===== config.mk =====
export PLATFORM = sky130hd
export DESIGN_NAME = cmb_core
export DESIGN_NICKNAME = d
export VERILOG_FILES = /design/src/cmb_core.v
export VERILOG_INCLUDE_DIRS = /design/src
export SDC_FILE = /design/constraint.sdc
export NUM_CORES = 1
export LEC_CHECK = 0
export BUFFER_PORTS_ARGS = -buffer_cell sky130_fd_sc_hd__buf_2
export CORE_MARGIN = 2
export CORE_UTILIZATION = 61
export CTS_CLUSTER_DIAMETER = 60
export CTS_CLUSTER_SIZE = 28
export DETAILED_ROUTE_END_ITERATION = 7
export PLACE_DENSITY = 0.81
export SYNTH_ARGS = -nofsm -noshare
export SYNTH_HDL_FRONTEND = slang
export SYNTH_SLANG_ARGS = --single-unit

===== constraint.sdc =====
create_clock -name ref_clk_in -period 11.35 [get_ports ref_clk_in]
set_input_delay 1.135 -clock ref_clk_in [delete_from_list [all_inputs] [get_ports ref_clk_in]]
set_output_delay 1.135 -clock ref_clk_in [all_outputs]
set_load 0.01 [all_outputs]

===== src/cmb_defs.vh =====
// constants for the can message buffer and acceptance filter block
`ifndef CMB_DEFS_VH
`define CMB_DEFS_VH
`define CMB_OFS_CTRL      8'h00
`define CMB_OFS_RXFLAG    8'h04
`define CMB_OFS_TXFLAG    8'h08
`define CMB_OFS_TXCTRL    8'h0C
`define CMB_OFS_PATTERN   8'h10
`define CMB_OFS_MASK      8'h14
`define CMB_OFS_FOREGROUND_RX_BUFFER      8'h40
`define CMB_OFS_TXBUF     8'h50
`define CMB_TXBUF_STRIDE  8'h10
`define CMB_BUF_BYTES     13
`define CMB_LOCAL_PRIORITY_FIELD_BYTE     4'hD
`define CMB_IDE_BIT       3
`define CMB_MODE_SINGLE   2'h0
`define CMB_MODE_DUAL     2'h1
`define CMB_MODE_QUAD     2'h2
`define CMB_MODE_CLOSED   2'h3
`define CMB_RXF_BIT       0
`define CMB_OVR_BIT       1
`define CMB_HIT_LSB       2
`define CMB_LOOP_BIT      2
`define CMB_ABORT_ACKNOWLEDGE_BIT_LSB     4
`define CMB_TXE_RESET     3'h7
`define CMB_RECESSIVE     1'b1
`endif


===== src/cmb_core.v =====
// can message buffers, transmit scheduling and identifier acceptance filter
`timescale 1ns/1ps
`default_nettype none
`include "cmb_defs.vh"
// Notes on behaviour
// - transmit pin shows bus level, 0 dominant, 1 recessive
// - two-stage receive fifo, only foreground visible to software
// - each receive buffer stores 13 bytes: id, control, data
// - receive-full set when foreground holds an accepted good frame
// - every frame lands in background unless an accepted frame is pending there, filter runs alongside
// - copy background to foreground only while receive-full clear, then set it
// - own frames stay in background, no flag, no bus acknowledge
// - loop-back treats own frames like any received frame
// - lost arbitration turns the node into receiver of the winner
// - both buffers full plus new accepted frame: drop it, flag overrun
// - three transmit buffers of 13 bytes, each with 8-bit priority
// - successful send sets transmit-empty for that buffer
// - every arbitration picks ready buffer with lowest priority value
// - abort granted only if not on the bus; sets ack and empty
// - abort ack reads 1 after abort, 0 after real transmission
// - four pattern bytes and four mask bytes, mask 1 ignores bit
// - two-bit hit indicator reports lowest matching filter section
// - single mode: one 32-bit filter over extended or standard id
// - dual mode: two 16-bit filters over the top identifier bits
// - quad mode: four 8-bit filters; closed mode accepts nothing
// - flags clear by writing 1, no effect while condition holds
module cmb_core (
  input  wire        ref_clk_in,
  input  wire        rst_b_in,
  input  wire        wb_cyc_in,
  input  wire        wb_stb_in,
  input  wire        wb_we_in,
  input  wire [7:0]  wb_adr_in,
  input  wire [3:0]  wb_sel_in,
  input  wire [31:0] wb_dat_in,
  output reg  [31:0] wb_dat_out,
  output wire        wb_ack_out,
  input  wire        bus_receive_pin_in,
  output reg         bus_transmit_pin_out,
  output reg         rx_bit_out,
  input  wire        eng_tx_bit_in,
  input  wire        rx_wr_in,
  input  wire [3:0]  rx_idx_in,
  input  wire [7:0]  rx_data_in,
  input  wire        rx_frame_ok_in,
  input  wire        tx_start_in,
  input  wire        tx_done_in,
  input  wire        tx_err_in,
  input  wire        arb_lost_in,
  input  wire [3:0]  tx_rd_idx_in,
  output wire        tx_valid_out,
  output wire [1:0]  tx_buf_out,
  output reg  [7:0]  tx_rd_data_out,
  output wire        loopback_out,
  output wire        ack_enable_out
);

  reg  [7:0]  bg_mem [0:12];
  reg  [7:0]  fg_mem [0:12];
  reg  [7:0]  tx_mem [0:47];
  reg  [31:0] pattern_q;
  reg  [31:0] mask_q;
  reg  [1:0]  mode_q;
  reg         loop_q;
  reg         rxf_q;
  reg         ovr_q;
  reg         bg_pend_q;
  reg  [1:0]  bg_hit_q;
  reg  [1:0]  fg_hit_q;
  reg  [2:0]  txe_q;
  reg  [2:0]  abort_request_bit_q;
  reg  [2:0]  abort_acknowledge_bit_q;
  reg         tx_act_q;
  reg  [1:0]  tx_cur_q;
  reg         ack_q;
  reg         sync1_q;
  reg         sync2_q;
  reg         sync3_q;
  integer     i;
  integer     s;
  integer     t;

  assign wb_ack_out     = ack_q;
  assign loopback_out   = loop_q;
  assign ack_enable_out = ~(tx_act_q & ~loop_q);

  function byte_hit;
    input [7:0] id;
    input [7:0] ar;
    input [7:0] mr;
    begin
      byte_hit = (((id ^ ar) & ~mr) == 8'h00);
    end
  endfunction

  // filter over the background identifier bytes
  wire [7:0] id0 = bg_mem[0];
  wire [7:0] id1 = bg_mem[1];
  wire [7:0] id2 = bg_mem[2];
  wire [7:0] id3 = bg_mem[3];
  wire       ext = id1[`CMB_IDE_BIT];
  wire m0 = byte_hit(id0, pattern_q[7:0],   mask_q[7:0]);
  wire m1 = byte_hit(id1, pattern_q[15:8],  mask_q[15:8]);
  wire m2 = byte_hit(id2, pattern_q[23:16], mask_q[23:16]);
  wire m3 = byte_hit(id3, pattern_q[31:24], mask_q[31:24]);
  wire d1a = byte_hit(id0, pattern_q[23:16], mask_q[23:16]);
  wire d1b = byte_hit(id1, pattern_q[31:24], mask_q[31:24]);
  wire q1 = byte_hit(id0, pattern_q[15:8],  mask_q[15:8]);
  wire q2 = byte_hit(id0, pattern_q[23:16], mask_q[23:16]);
  wire q3 = byte_hit(id0, pattern_q[31:24], mask_q[31:24]);
  reg  [3:0] hits;
  reg        acc;
  reg  [1:0] hit_idx;

  always @* begin
    hits = 4'h0;
    case (mode_q)
      `CMB_MODE_SINGLE: hits = {3'h0, m0 & m1 & (~ext | (m2 & m3))};
      `CMB_MODE_DUAL:   hits = {2'h0, d1a & d1b, m0 & m1};
      `CMB_MODE_QUAD:   hits = {q3, q2, q1, m0};
      default:          hits = 4'h0;
    endcase
    acc = |hits;
    if (hits[0]) begin
      hit_idx = 2'h0;
    end else if (hits[1]) begin
      hit_idx = 2'h1;
    end else if (hits[2]) begin
      hit_idx = 2'h2;
    end else begin
      hit_idx = 2'h3;
    end
  end

  // transmit buffer selection, lowest priority value wins
  reg        sel_ok;
  reg  [1:0] sel_idx;
  reg  [7:0] sel_local_priority_field;
  always @* begin
    sel_ok   = 1'b0;
    sel_idx  = 2'h0;
    sel_local_priority_field = 8'hFF;
    // strict compare: ties go to the lower buffer index
    for (s = 0; s < 3; s = s + 1) begin
      if (!txe_q[s] && (!sel_ok || tx_mem[s*16+13] < sel_local_priority_field)) begin
        sel_ok   = 1'b1;
        sel_idx  = s[1:0];
        sel_local_priority_field = tx_mem[s*16+13];
      end
    end
  end
  assign tx_valid_out = sel_ok & ~tx_act_q;
  assign tx_buf_out   = sel_idx;

  // single-lane register strobe; every control field sits in byte lane 0
  function lane0_wr;
    input       wr;
    input [7:0] adr;
    input       sel0;
    input [7:0] ofs;
    begin
      lane0_wr = wr && (adr == ofs) && sel0;
    end
  endfunction

  // bus decode
  wire        wb_req  = wb_cyc_in & wb_stb_in;
  wire        wb_wr   = wb_req & wb_we_in & ack_q;
  wire [7:0]  tx_off  = wb_adr_in - `CMB_OFS_TXBUF;
  wire        in_tx   = (wb_adr_in >= `CMB_OFS_TXBUF) && (tx_off < 8'h30);
  wire [1:0]  tx_n    = tx_off[5:4];
  wire        in_fg   = (wb_adr_in >= `CMB_OFS_FOREGROUND_RX_BUFFER) && (wb_adr_in < `CMB_OFS_TXBUF);
  wire [3:0]  word_b  = {wb_adr_in[3:2], 2'b00};
  wire [2:0]  wr_txe  = lane0_wr(wb_wr, wb_adr_in, wb_sel_in[0], `CMB_OFS_TXFLAG)
                        ? wb_dat_in[2:0] : 3'h0;
  wire [2:0]  wr_abt  = lane0_wr(wb_wr, wb_adr_in, wb_sel_in[0], `CMB_OFS_TXCTRL)
                        ? wb_dat_in[2:0] : 3'h0;
  wire        clr_rxf = lane0_wr(wb_wr, wb_adr_in, wb_sel_in[0], `CMB_OFS_RXFLAG)
                        && wb_dat_in[`CMB_RXF_BIT];
  wire        clr_ovr = lane0_wr(wb_wr, wb_adr_in, wb_sel_in[0], `CMB_OFS_RXFLAG)
                        && wb_dat_in[`CMB_OVR_BIT];

  function [7:0] mem_byte;
    input [3:0] b;
    input       fg;
    input [1:0] n;
    begin
      if (fg) begin
        mem_byte = (b < 4'hD) ? fg_mem[b] : 8'h00;
      end else begin
        mem_byte = (b <= `CMB_LOCAL_PRIORITY_FIELD_BYTE) ? tx_mem[{n, b}] : 8'h00;
      end
    end
  endfunction

  reg [31:0] rd_d;
  always @* begin
    rd_d = 32'h0000_0000;
    if (wb_adr_in == `CMB_OFS_CTRL) begin
      rd_d = {29'h0, loop_q, mode_q};
    end else if (wb_adr_in == `CMB_OFS_RXFLAG) begin
      rd_d = {28'h0, fg_hit_q, ovr_q, rxf_q};
    end else if (wb_adr_in == `CMB_OFS_TXFLAG) begin
      rd_d = {29'h0, txe_q};
    end else if (wb_adr_in == `CMB_OFS_TXCTRL) begin
      rd_d = {25'h0, abort_acknowledge_bit_q, 1'b0, abort_request_bit_q};
    end else if (wb_adr_in == `CMB_OFS_PATTERN) begin
      rd_d = pattern_q;
    end else if (wb_adr_in == `CMB_OFS_MASK) begin
      rd_d = mask_q;
    end else if (in_fg || in_tx) begin
      rd_d = {mem_byte(word_b + 4'h3, in_fg, tx_n), mem_byte(word_b + 4'h2, in_fg, tx_n),
              mem_byte(word_b + 4'h1, in_fg, tx_n), mem_byte(word_b, in_fg, tx_n)};
    end
  end

  always @(posedge ref_clk_in or negedge rst_b_in) begin
    if (!rst_b_in) begin
      ack_q      <= 1'b0;
      wb_dat_out <= 32'h0000_0000;
    end else begin
      ack_q <= wb_req & ~ack_q;
      if (wb_req && !ack_q) begin
        wb_dat_out <= rd_d;
      end
    end
  end

  // pin side: sync the receive pin, register the transmit pin
  // chain resets recessive so no false edge follows reset
  always @(posedge ref_clk_in or negedge rst_b_in) begin
    if (!rst_b_in) begin
      sync1_q              <= `CMB_RECESSIVE;
      sync2_q              <= `CMB_RECESSIVE;
      sync3_q              <= `CMB_RECESSIVE;
      rx_bit_out           <= `CMB_RECESSIVE;
      bus_transmit_pin_out <= `CMB_RECESSIVE;
    end else begin
      sync1_q <= bus_receive_pin_in;
      sync2_q <= sync1_q;
      sync3_q <= sync2_q;
      if (sync2_q == sync3_q) begin
        rx_bit_out <= sync3_q;
      end
      bus_transmit_pin_out <= eng_tx_bit_in;
    end
  end

  // configuration and buffer storage
  always @(posedge ref_clk_in or negedge rst_b_in) begin
    if (!rst_b_in) begin
      mode_q    <= `CMB_MODE_SINGLE;
      loop_q    <= 1'b0;
      pattern_q <= 32'h0000_0000;
      mask_q    <= 32'h0000_0000;
      for (i = 0; i < 13; i = i + 1) begin
        bg_mem[i] <= 8'h00;
        fg_mem[i] <= 8'h00;
      end
      for (i = 0; i < 48; i = i + 1) begin
        tx_mem[i] <= 8'h00;
      end
    end else begin
      if (lane0_wr(wb_wr, wb_adr_in, wb_sel_in[0], `CMB_OFS_CTRL)) begin
        mode_q <= wb_dat_in[1:0];
        loop_q <= wb_dat_in[`CMB_LOOP_BIT];
      end
      for (i = 0; i < 4; i = i + 1) begin
        if (wb_wr && wb_sel_in[i] && wb_adr_in == `CMB_OFS_PATTERN) begin
          pattern_q[i*8 +: 8] <= wb_dat_in[i*8 +: 8];
        end
        if (wb_wr && wb_sel_in[i] && wb_adr_in == `CMB_OFS_MASK) begin
          mask_q[i*8 +: 8] <= wb_dat_in[i*8 +: 8];
        end
        // a buffer handed to the scheduler is write protected
        if (wb_wr && wb_sel_in[i] && in_tx && txe_q[tx_n]
            && (word_b + i[3:0]) <= `CMB_LOCAL_PRIORITY_FIELD_BYTE) begin
          tx_mem[{tx_n, word_b + i[3:0]}] <= wb_dat_in[i*8 +: 8];
        end
      end
      // a pending accepted frame is never overwritten by the next one
      if (rx_wr_in && !bg_pend_q && rx_idx_in < 4'hD) begin
        bg_mem[rx_idx_in] <= rx_data_in;
      end
      if (bg_pend_q && !rxf_q) begin
        for (i = 0; i < 13; i = i + 1) begin
          fg_mem[i] <= bg_mem[i];
        end
      end
    end
  end

  // receive flags and background occupancy
  // own frames still fill the background buffer, only the copy is held back
  wire own_frame = tx_act_q & ~loop_q;
  wire take      = rx_frame_ok_in & acc & ~own_frame;
  always @(posedge ref_clk_in or negedge rst_b_in) begin
    if (!rst_b_in) begin
      rxf_q     <= 1'b0;
      ovr_q     <= 1'b0;
      bg_pend_q <= 1'b0;
      bg_hit_q  <= 2'h0;
      fg_hit_q  <= 2'h0;
    end else begin
      // hit field keeps the last accepted section until the next copy
      if (bg_pend_q && !rxf_q) begin
        rxf_q     <= 1'b1;
        fg_hit_q  <= bg_hit_q;
        bg_pend_q <= 1'b0;
      end else if (clr_rxf) begin
        rxf_q <= 1'b0;
      end
      if (take && !bg_pend_q) begin
        bg_pend_q <= 1'b1;
        bg_hit_q  <= hit_idx;
      end
      // set wins over a clear landing in the same cycle
      if (take && bg_pend_q && rxf_q) begin
        ovr_q <= 1'b1;
      end else if (clr_ovr) begin
        ovr_q <= 1'b0;
      end
    end
  end

  // transmit scheduling, completion and abort
  always @(posedge ref_clk_in or negedge rst_b_in) begin
    if (!rst_b_in) begin
      txe_q    <= `CMB_TXE_RESET;
      abort_request_bit_q  <= 3'h0;
      abort_acknowledge_bit_q  <= 3'h0;
      tx_act_q <= 1'b0;
      tx_cur_q <= 2'h0;
      tx_rd_data_out <= 8'h00;
    end else begin
      tx_rd_data_out <= (tx_rd_idx_in <= `CMB_LOCAL_PRIORITY_FIELD_BYTE) ? tx_mem[{tx_cur_q, tx_rd_idx_in}]
                                                         : 8'h00;
      // error or lost arbitration leaves the buffer ready for a fresh choice
      if (tx_start_in && tx_valid_out) begin
        tx_act_q <= 1'b1;
        tx_cur_q <= sel_idx;
      end else if (tx_done_in || tx_err_in || arb_lost_in) begin
        tx_act_q <= 1'b0;
      end
      for (t = 0; t < 3; t = t + 1) begin
        if (tx_done_in && tx_act_q && tx_cur_q == t[1:0]) begin
          txe_q[t]   <= 1'b1;
          abort_acknowledge_bit_q[t] <= 1'b0;
          abort_request_bit_q[t] <= 1'b0;
        // the frame on the bus cannot be aborted, only queued ones
        end else if (abort_request_bit_q[t] && !txe_q[t] && !(tx_act_q && tx_cur_q == t[1:0])) begin
          txe_q[t]   <= 1'b1;
          abort_acknowledge_bit_q[t] <= 1'b1;
          abort_request_bit_q[t] <= 1'b0;
        end else begin
          if (wr_txe[t] && txe_q[t]) begin
            txe_q[t]   <= 1'b0;
            abort_acknowledge_bit_q[t] <= 1'b0;
          end
          if (wr_abt[t] && !txe_q[t]) begin
            abort_request_bit_q[t] <= 1'b1;
          end
        end
      end
    end
  end

endmodule // cmb_core
`default_nettype wire


## After elaboration in Yosys (flattened, before gate mapping)

Cells that the tools add are included.

- Memory bits (writable): 0
- Input bits: 73
- Output and inout port bits: 48
- Latch bits: 0
- Bits in registers: 724
- Memories kept: 0
- Memory bits (read-only): 0
- Logic and storage cells: 419

- Div/mod/pow operators: 0
- $lt $le $gt $ge: 32
- Equal/unequal tests: 10
- Multipliers: 0
- Reduce and logical (&&, ||, !) cells: 107
- Bitwise logic cells: 48
- Add/sub/neg operators: 4
- Muxes and demuxes: 110
- Shifts and indexed selects: 0

Operator list:

| cell | count |
|---|---|
| bitwise mux 384 bit | 4 |
| 2-to-1 mux 384 bit | 4 |
| 2-to-1 mux 8 bit | 38 |
| binary-select mux 8 bit (select 6 bit) | 5 |
| 2-to-1 mux 32 bit | 7 |
| demux 8 bit (select 6 bit) | 4 |
| binary-select mux 8 bit (select 4 bit) | 4 |
| bitwise mux 104 bit | 1 |
| zero test 8 bit | 9 |
| logical AND 1 bit | 70 |
| bitwise AND 8 bit | 8 |
| bitwise XOR 8 bit | 8 |
| >= comparator 7 bit (second input constant) | 5 |
| 2-to-1 mux 1 bit | 35 |
| inverter 6 -> 7 bit | 5 |
| demux 8 bit (select 4 bit) | 1 |
| inverter 8 bit | 4 |
| less-than comparator 7 x 1 -> 1 bit (second input constant) | 4 |
| >= comparator 5 bit (second input constant) | 5 |
| inverter 4 -> 5 bit | 5 |
| <= comparator 4 bit (second input constant) | 5 |
| less-than comparator 4 bit (second input constant) | 5 |
| nonzero test 3 bit | 6 |
| == test 8 x 4 -> 1 bit (second input constant) | 2 |
| other kinds (26) | 67 |

## Logic depth before layout (Yosys ltp)

- Depth after elaboration: 14
- Gate-level depth with buffers: 20

## Worst setup path after synthesis

No wires, ideal clock.

- Kind: reg2out
- Start point: reg txe_q[0]
- End point: out tx_buf_out[0]
- Path slack: 6.249 ns
- Stages on the path, launching flop included: 18
- Data arrival time: 3.966 ns
- Data required time: 10.215 ns
- Cell sequence: dfstp_2 > buf_2 > clkbuf_1 > nor2_1 > ha_1 > nand4_1 > o311a_1 > a21oi_1 > clkbuf_1 > o21ai_0 > ha_1 > a21o_1 > a21o_1 > a21oi_1 > a21oi_1 > a211o_1 > a221o_1 > nor2b_1

- Cells in the longest elaborated chain, start to end: 9
- Elaborated cells on any way between the ends: 13
- Classes of those cells: order compare (2); mux (6); reduce/logical (5)

RTL lines:

| item | line | source |
|---|---|---|
| start, declared | cmb_core.v:70 | `reg [2:0] txe_q;` |
| start signal, assigned | cmb_core.v:329 | `` txe_q <= `CMB_TXE_RESET; `` |
| 2-to-1 mux 8 bit | cmb_core.v:145 | `if (!txe_q[s] && (!sel_ok \|\| tx_mem[s*16+13] < sel_local_priority_field)) begin` |
| less-than comparator 8 bit | cmb_core.v:145 |  |
| logical OR 1 bit | cmb_core.v:145 |  |
| logical AND 1 bit | cmb_core.v:145 |  |
| 2-to-1 mux 8 bit or 2-to-1 mux 1 bit (tied branches) | cmb_core.v:145 |  |
| less-than comparator 8 bit or zero test 1 bit (tied branches) | cmb_core.v:145 |  |
| logical OR 1 bit | cmb_core.v:145 |  |
| logical AND 1 bit | cmb_core.v:145 |  |
| 2-to-1 mux 2 bit * | cmb_core.v:145 |  |
| end, declared | cmb_core.v:52 | `output wire [1:0] tx_buf_out,` |

Every way passes the cells marked *; elsewhere a longest branch is shown, timed or not.

## Worst setup path in the final report

Same ends and word-level chain as after synthesis.

==> impl_metrics.env <==
export IMPL_path_clk_slew_ps=90
export IMPL_synth_avg_cell_area_um2=13.8
export IMPL_grt_pass1_wl_um=166000
export IMPL_cts_repair_resized=0
export IMPL_fillCellCount=4160
export IMPL_drv_slew=0
export IMPL_post_cts_setup_buffers=0
export IMPL_coreArea_um2=59000
export IMPL_overflow=0
export IMPL_insertedDiodeCount=0
export IMPL_p_clk_share_pct=38.2
export IMPL_hp_start="sync1_q"
export IMPL_nets=2682
export IMPL_skew_ps=36.5
export IMPL_run_status="completed"
export IMPL_crit_path_max_fanout=18
export IMPL_drtIter0Drc=3014
export IMPL_leakage_nw=18.6
export IMPL_hpwlAfterDp_um=79100
export IMPL_max_clock_path_buffers=3
export IMPL_hp_class="register to register"
export IMPL_timing_reg2reg_setup_slack_ps=6830
export IMPL_post_synth_top_count_cell="dfrtp_1"
export IMPL_finalSetupViolations=0
export IMPL_clock_sinks=724
export IMPL_relSlewSlack_pct=23.2
export IMPL_worstSetupPathType="register to output pin"
export IMPL_vias=24500
export IMPL_critPathLaunch="txe_q[0]"
export IMPL_cap_violations=0
export IMPL_rows=89
export IMPL_synth_distinct_cells=65
export IMPL_area_growth_pct=6.96
export IMPL_fin_crit_ps=6280
export IMPL_antenna_found_initial=7
export IMPL_initial_core_util_pct=61.8
export IMPL_die_area_um2=61700
export IMPL_synth_flop_cell="dfrtp_1"
export IMPL_die_x_um=248
export IMPL_tightest_slew_ps=1140
export IMPL_htree_levels=2
export IMPL_gr_usage_all_layers_pct=36.4
export IMPL_syn_area_um2=36500
export IMPL_yosys_area_top_type="dfrtp_1"
export IMPL_sw_frac_of_total_pct=27.9
export IMPL_grt_pass1_vias=24500
export IMPL_drt_first_pass_iters=5
export IMPL_ys_ff_latch=724
export IMPL_r2r_start="txe_q[0]"
export IMPL_worstPathArrival_ps=5140
export IMPL_post_place_cells=3314
export IMPL_grt_max_degree=163
export IMPL_synth_top_area_share_pct=49.1
export IMPL_holdBufCountCts=0
export IMPL_endpoint_kind="output pin"
export IMPL_required_ps=10220
export IMPL_crit_path_start_kind="register"
export IMPL_synth_area_leaders="dfrtp_1, mux2_2, mux4_2"
export IMPL_drc=0
export IMPL_vias_per_cell=7.21
export IMPL_ir_drop_v=0.000161
export IMPL_grt_setup_unrepaired="false"
export IMPL_fp_dieH_um=248
export IMPL_synth_common_cells="dfrtp_1, mux2_2, mux4_2"
export IMPL_share_comb_of_total_power_pct=9.0
export IMPL_synth_nets=2725
export IMPL_timing_fmax_ghz=0.159
export IMPL_drive_gt1_share_pct=43.5
export IMPL_ant_nets=0
export IMPL_cts_made_buffers=47
export IMPL_async_flop_share_pct=100
export IMPL_netlist_instances=2633
export IMPL_ys_seq_area_share_pct=49.7
export IMPL_hold_viol_final=0
export IMPL_finalCritPeriodShare_pct=55.3
export IMPL_place_congestion=0.999
export IMPL_power_share_sequential_pct=52.8
export IMPL_synth_warnings=0
export IMPL_synth_edff_count=0
export IMPL_cts_root_buf="clkbuf_16"
export IMPL_fin_cells=3400
export IMPL_cts_tree="built"
export IMPL_pin_count=121
export IMPL_switchingPower_mw=1.45
export IMPL_p_int_mw=3.75
export IMPL_fin_tns_setup_ps=0
export IMPL_power_density_nw_per_um2=134
export IMPL_io_buffers=120
export IMPL_clkLatencyLatePin_ps=650
export IMPL_totalWireLength_um=112000
export IMPL_wl_per_cell_um=33.0
-- final cells by class --
type,instances,area (um^2),share of cell area (%)
inverters,12,45.0,0.115
multi-input cells,1666,17300,44.4
well taps,773,967,2.48
repair buffers,139,815,2.09
flip-flops and latches,724,18100,46.5
clock buffers,51,1230,3.16
clock inverters,35,512,1.31
-- layout by cell type, fill, tap and decap left out, drive strengths merged, types with 13 or more instances in the layout --
master	instances
mux2	657
a22o	15
buf	139
inv	33
clkbuf	51
a32oi	13
nand2	129
o211ai	17
nor3	21
nor2	105
mux4	198
a21oi	91
a31oi	20
nor2b	15
o22ai	26
dfrtp	716
mux2i	56
a221oi	18
xnor2	64
o21ai	77
a22oi	37
ha	19
-- metrics by stage --
step                utilization [%]  total power [mW]  setup WS (ps)  cell area (um^2)  hold WS (ps)
finish                         66.1              5.21           5070             39000           361
global placement               63.1              3.24           5780             37300           346
floorplan                         -              3.05           6250             36500           345
global route                   66.1              5.36           4800             39000           364
CTS                            66.1              5.21           5110             39000           360
detailed placement             63.1              3.26           5810             37300           347
-- path summary, 6_finish.rpt --
path | depth (start not counted) | to
max | 15 | tx_buf_out[0]
min | 0 | sync2_q
max reg2reg | 14 | tx_cur_q[0]
min reg2reg | 0 | sync2_q
max in group asynchronous | 3 | fg_mem[8]
min in group asynchronous | 1 | tx_mem[195]
-- sequential cells by signal, summed over array words and instances (netlist names), 2 cells and up --
name / cells
mode_q: 2
tx_mem: 384
tx_cur_q: 2
abort_acknowledge_bit_q: 3
pattern_q: 32
fg_hit_q: 2
mask_q: 32
id3: 8
wb_dat_out: 32
bg_mem: 72
fg_mem: 104
id0: 8
id2: 8
tx_rd_data_out: 8
bg_hit_q: 2
id1: 8
abort_request_bit_q: 3
txe_q: 3
-- per-layer routing --
layer	GRT usage (%)	wire [um]
met1	48.6	41500
met2	56.7	52500
met3	6.88	10200
met4	20.2	7760
met5	0	59
-- power by group through the flow --
stage	logic [mW]	clock network [mW]	registers, mW
floorplan	0.302	0	2.74
global placement	0.448	0	2.79
detailed placement	0.462	0	2.80
CTS	0.465	2.00	2.75
global route	0.499	2.11	2.76
finish	0.468	1.99	2.75
-- critical path: stages, from the launching register on --
cell,delay (ps)
dfstp_2,740
nor2_1,140
ha_1,320
nand4_1,90
o311a_1,410
a21oi_1,790
o21ai_0,200
ha_1,340
a21o_1,180
a21o_1,170
a21oi_1,150
a21oi_1,60
a211o_1,270
a221o_1,310
nor2b_1,150
buf_2,180
-- kinds of logic after synthesis --
group | count (synthesis) | synth area share, %
flip-flops | 724 | 49.7
buffers and inverters | 243 | 2.91
XOR/XNOR | 64 | 1.54
AO/OA/AOI/OAI | 348 | 6.13
AND/OR/NAND/NOR | 323 | 4.96
multiplexers | 911 | 34.1
adder cells (fa/ha/maj) | 20 | 0.679
Note: power is estimated with default switching activity, not from simulation.
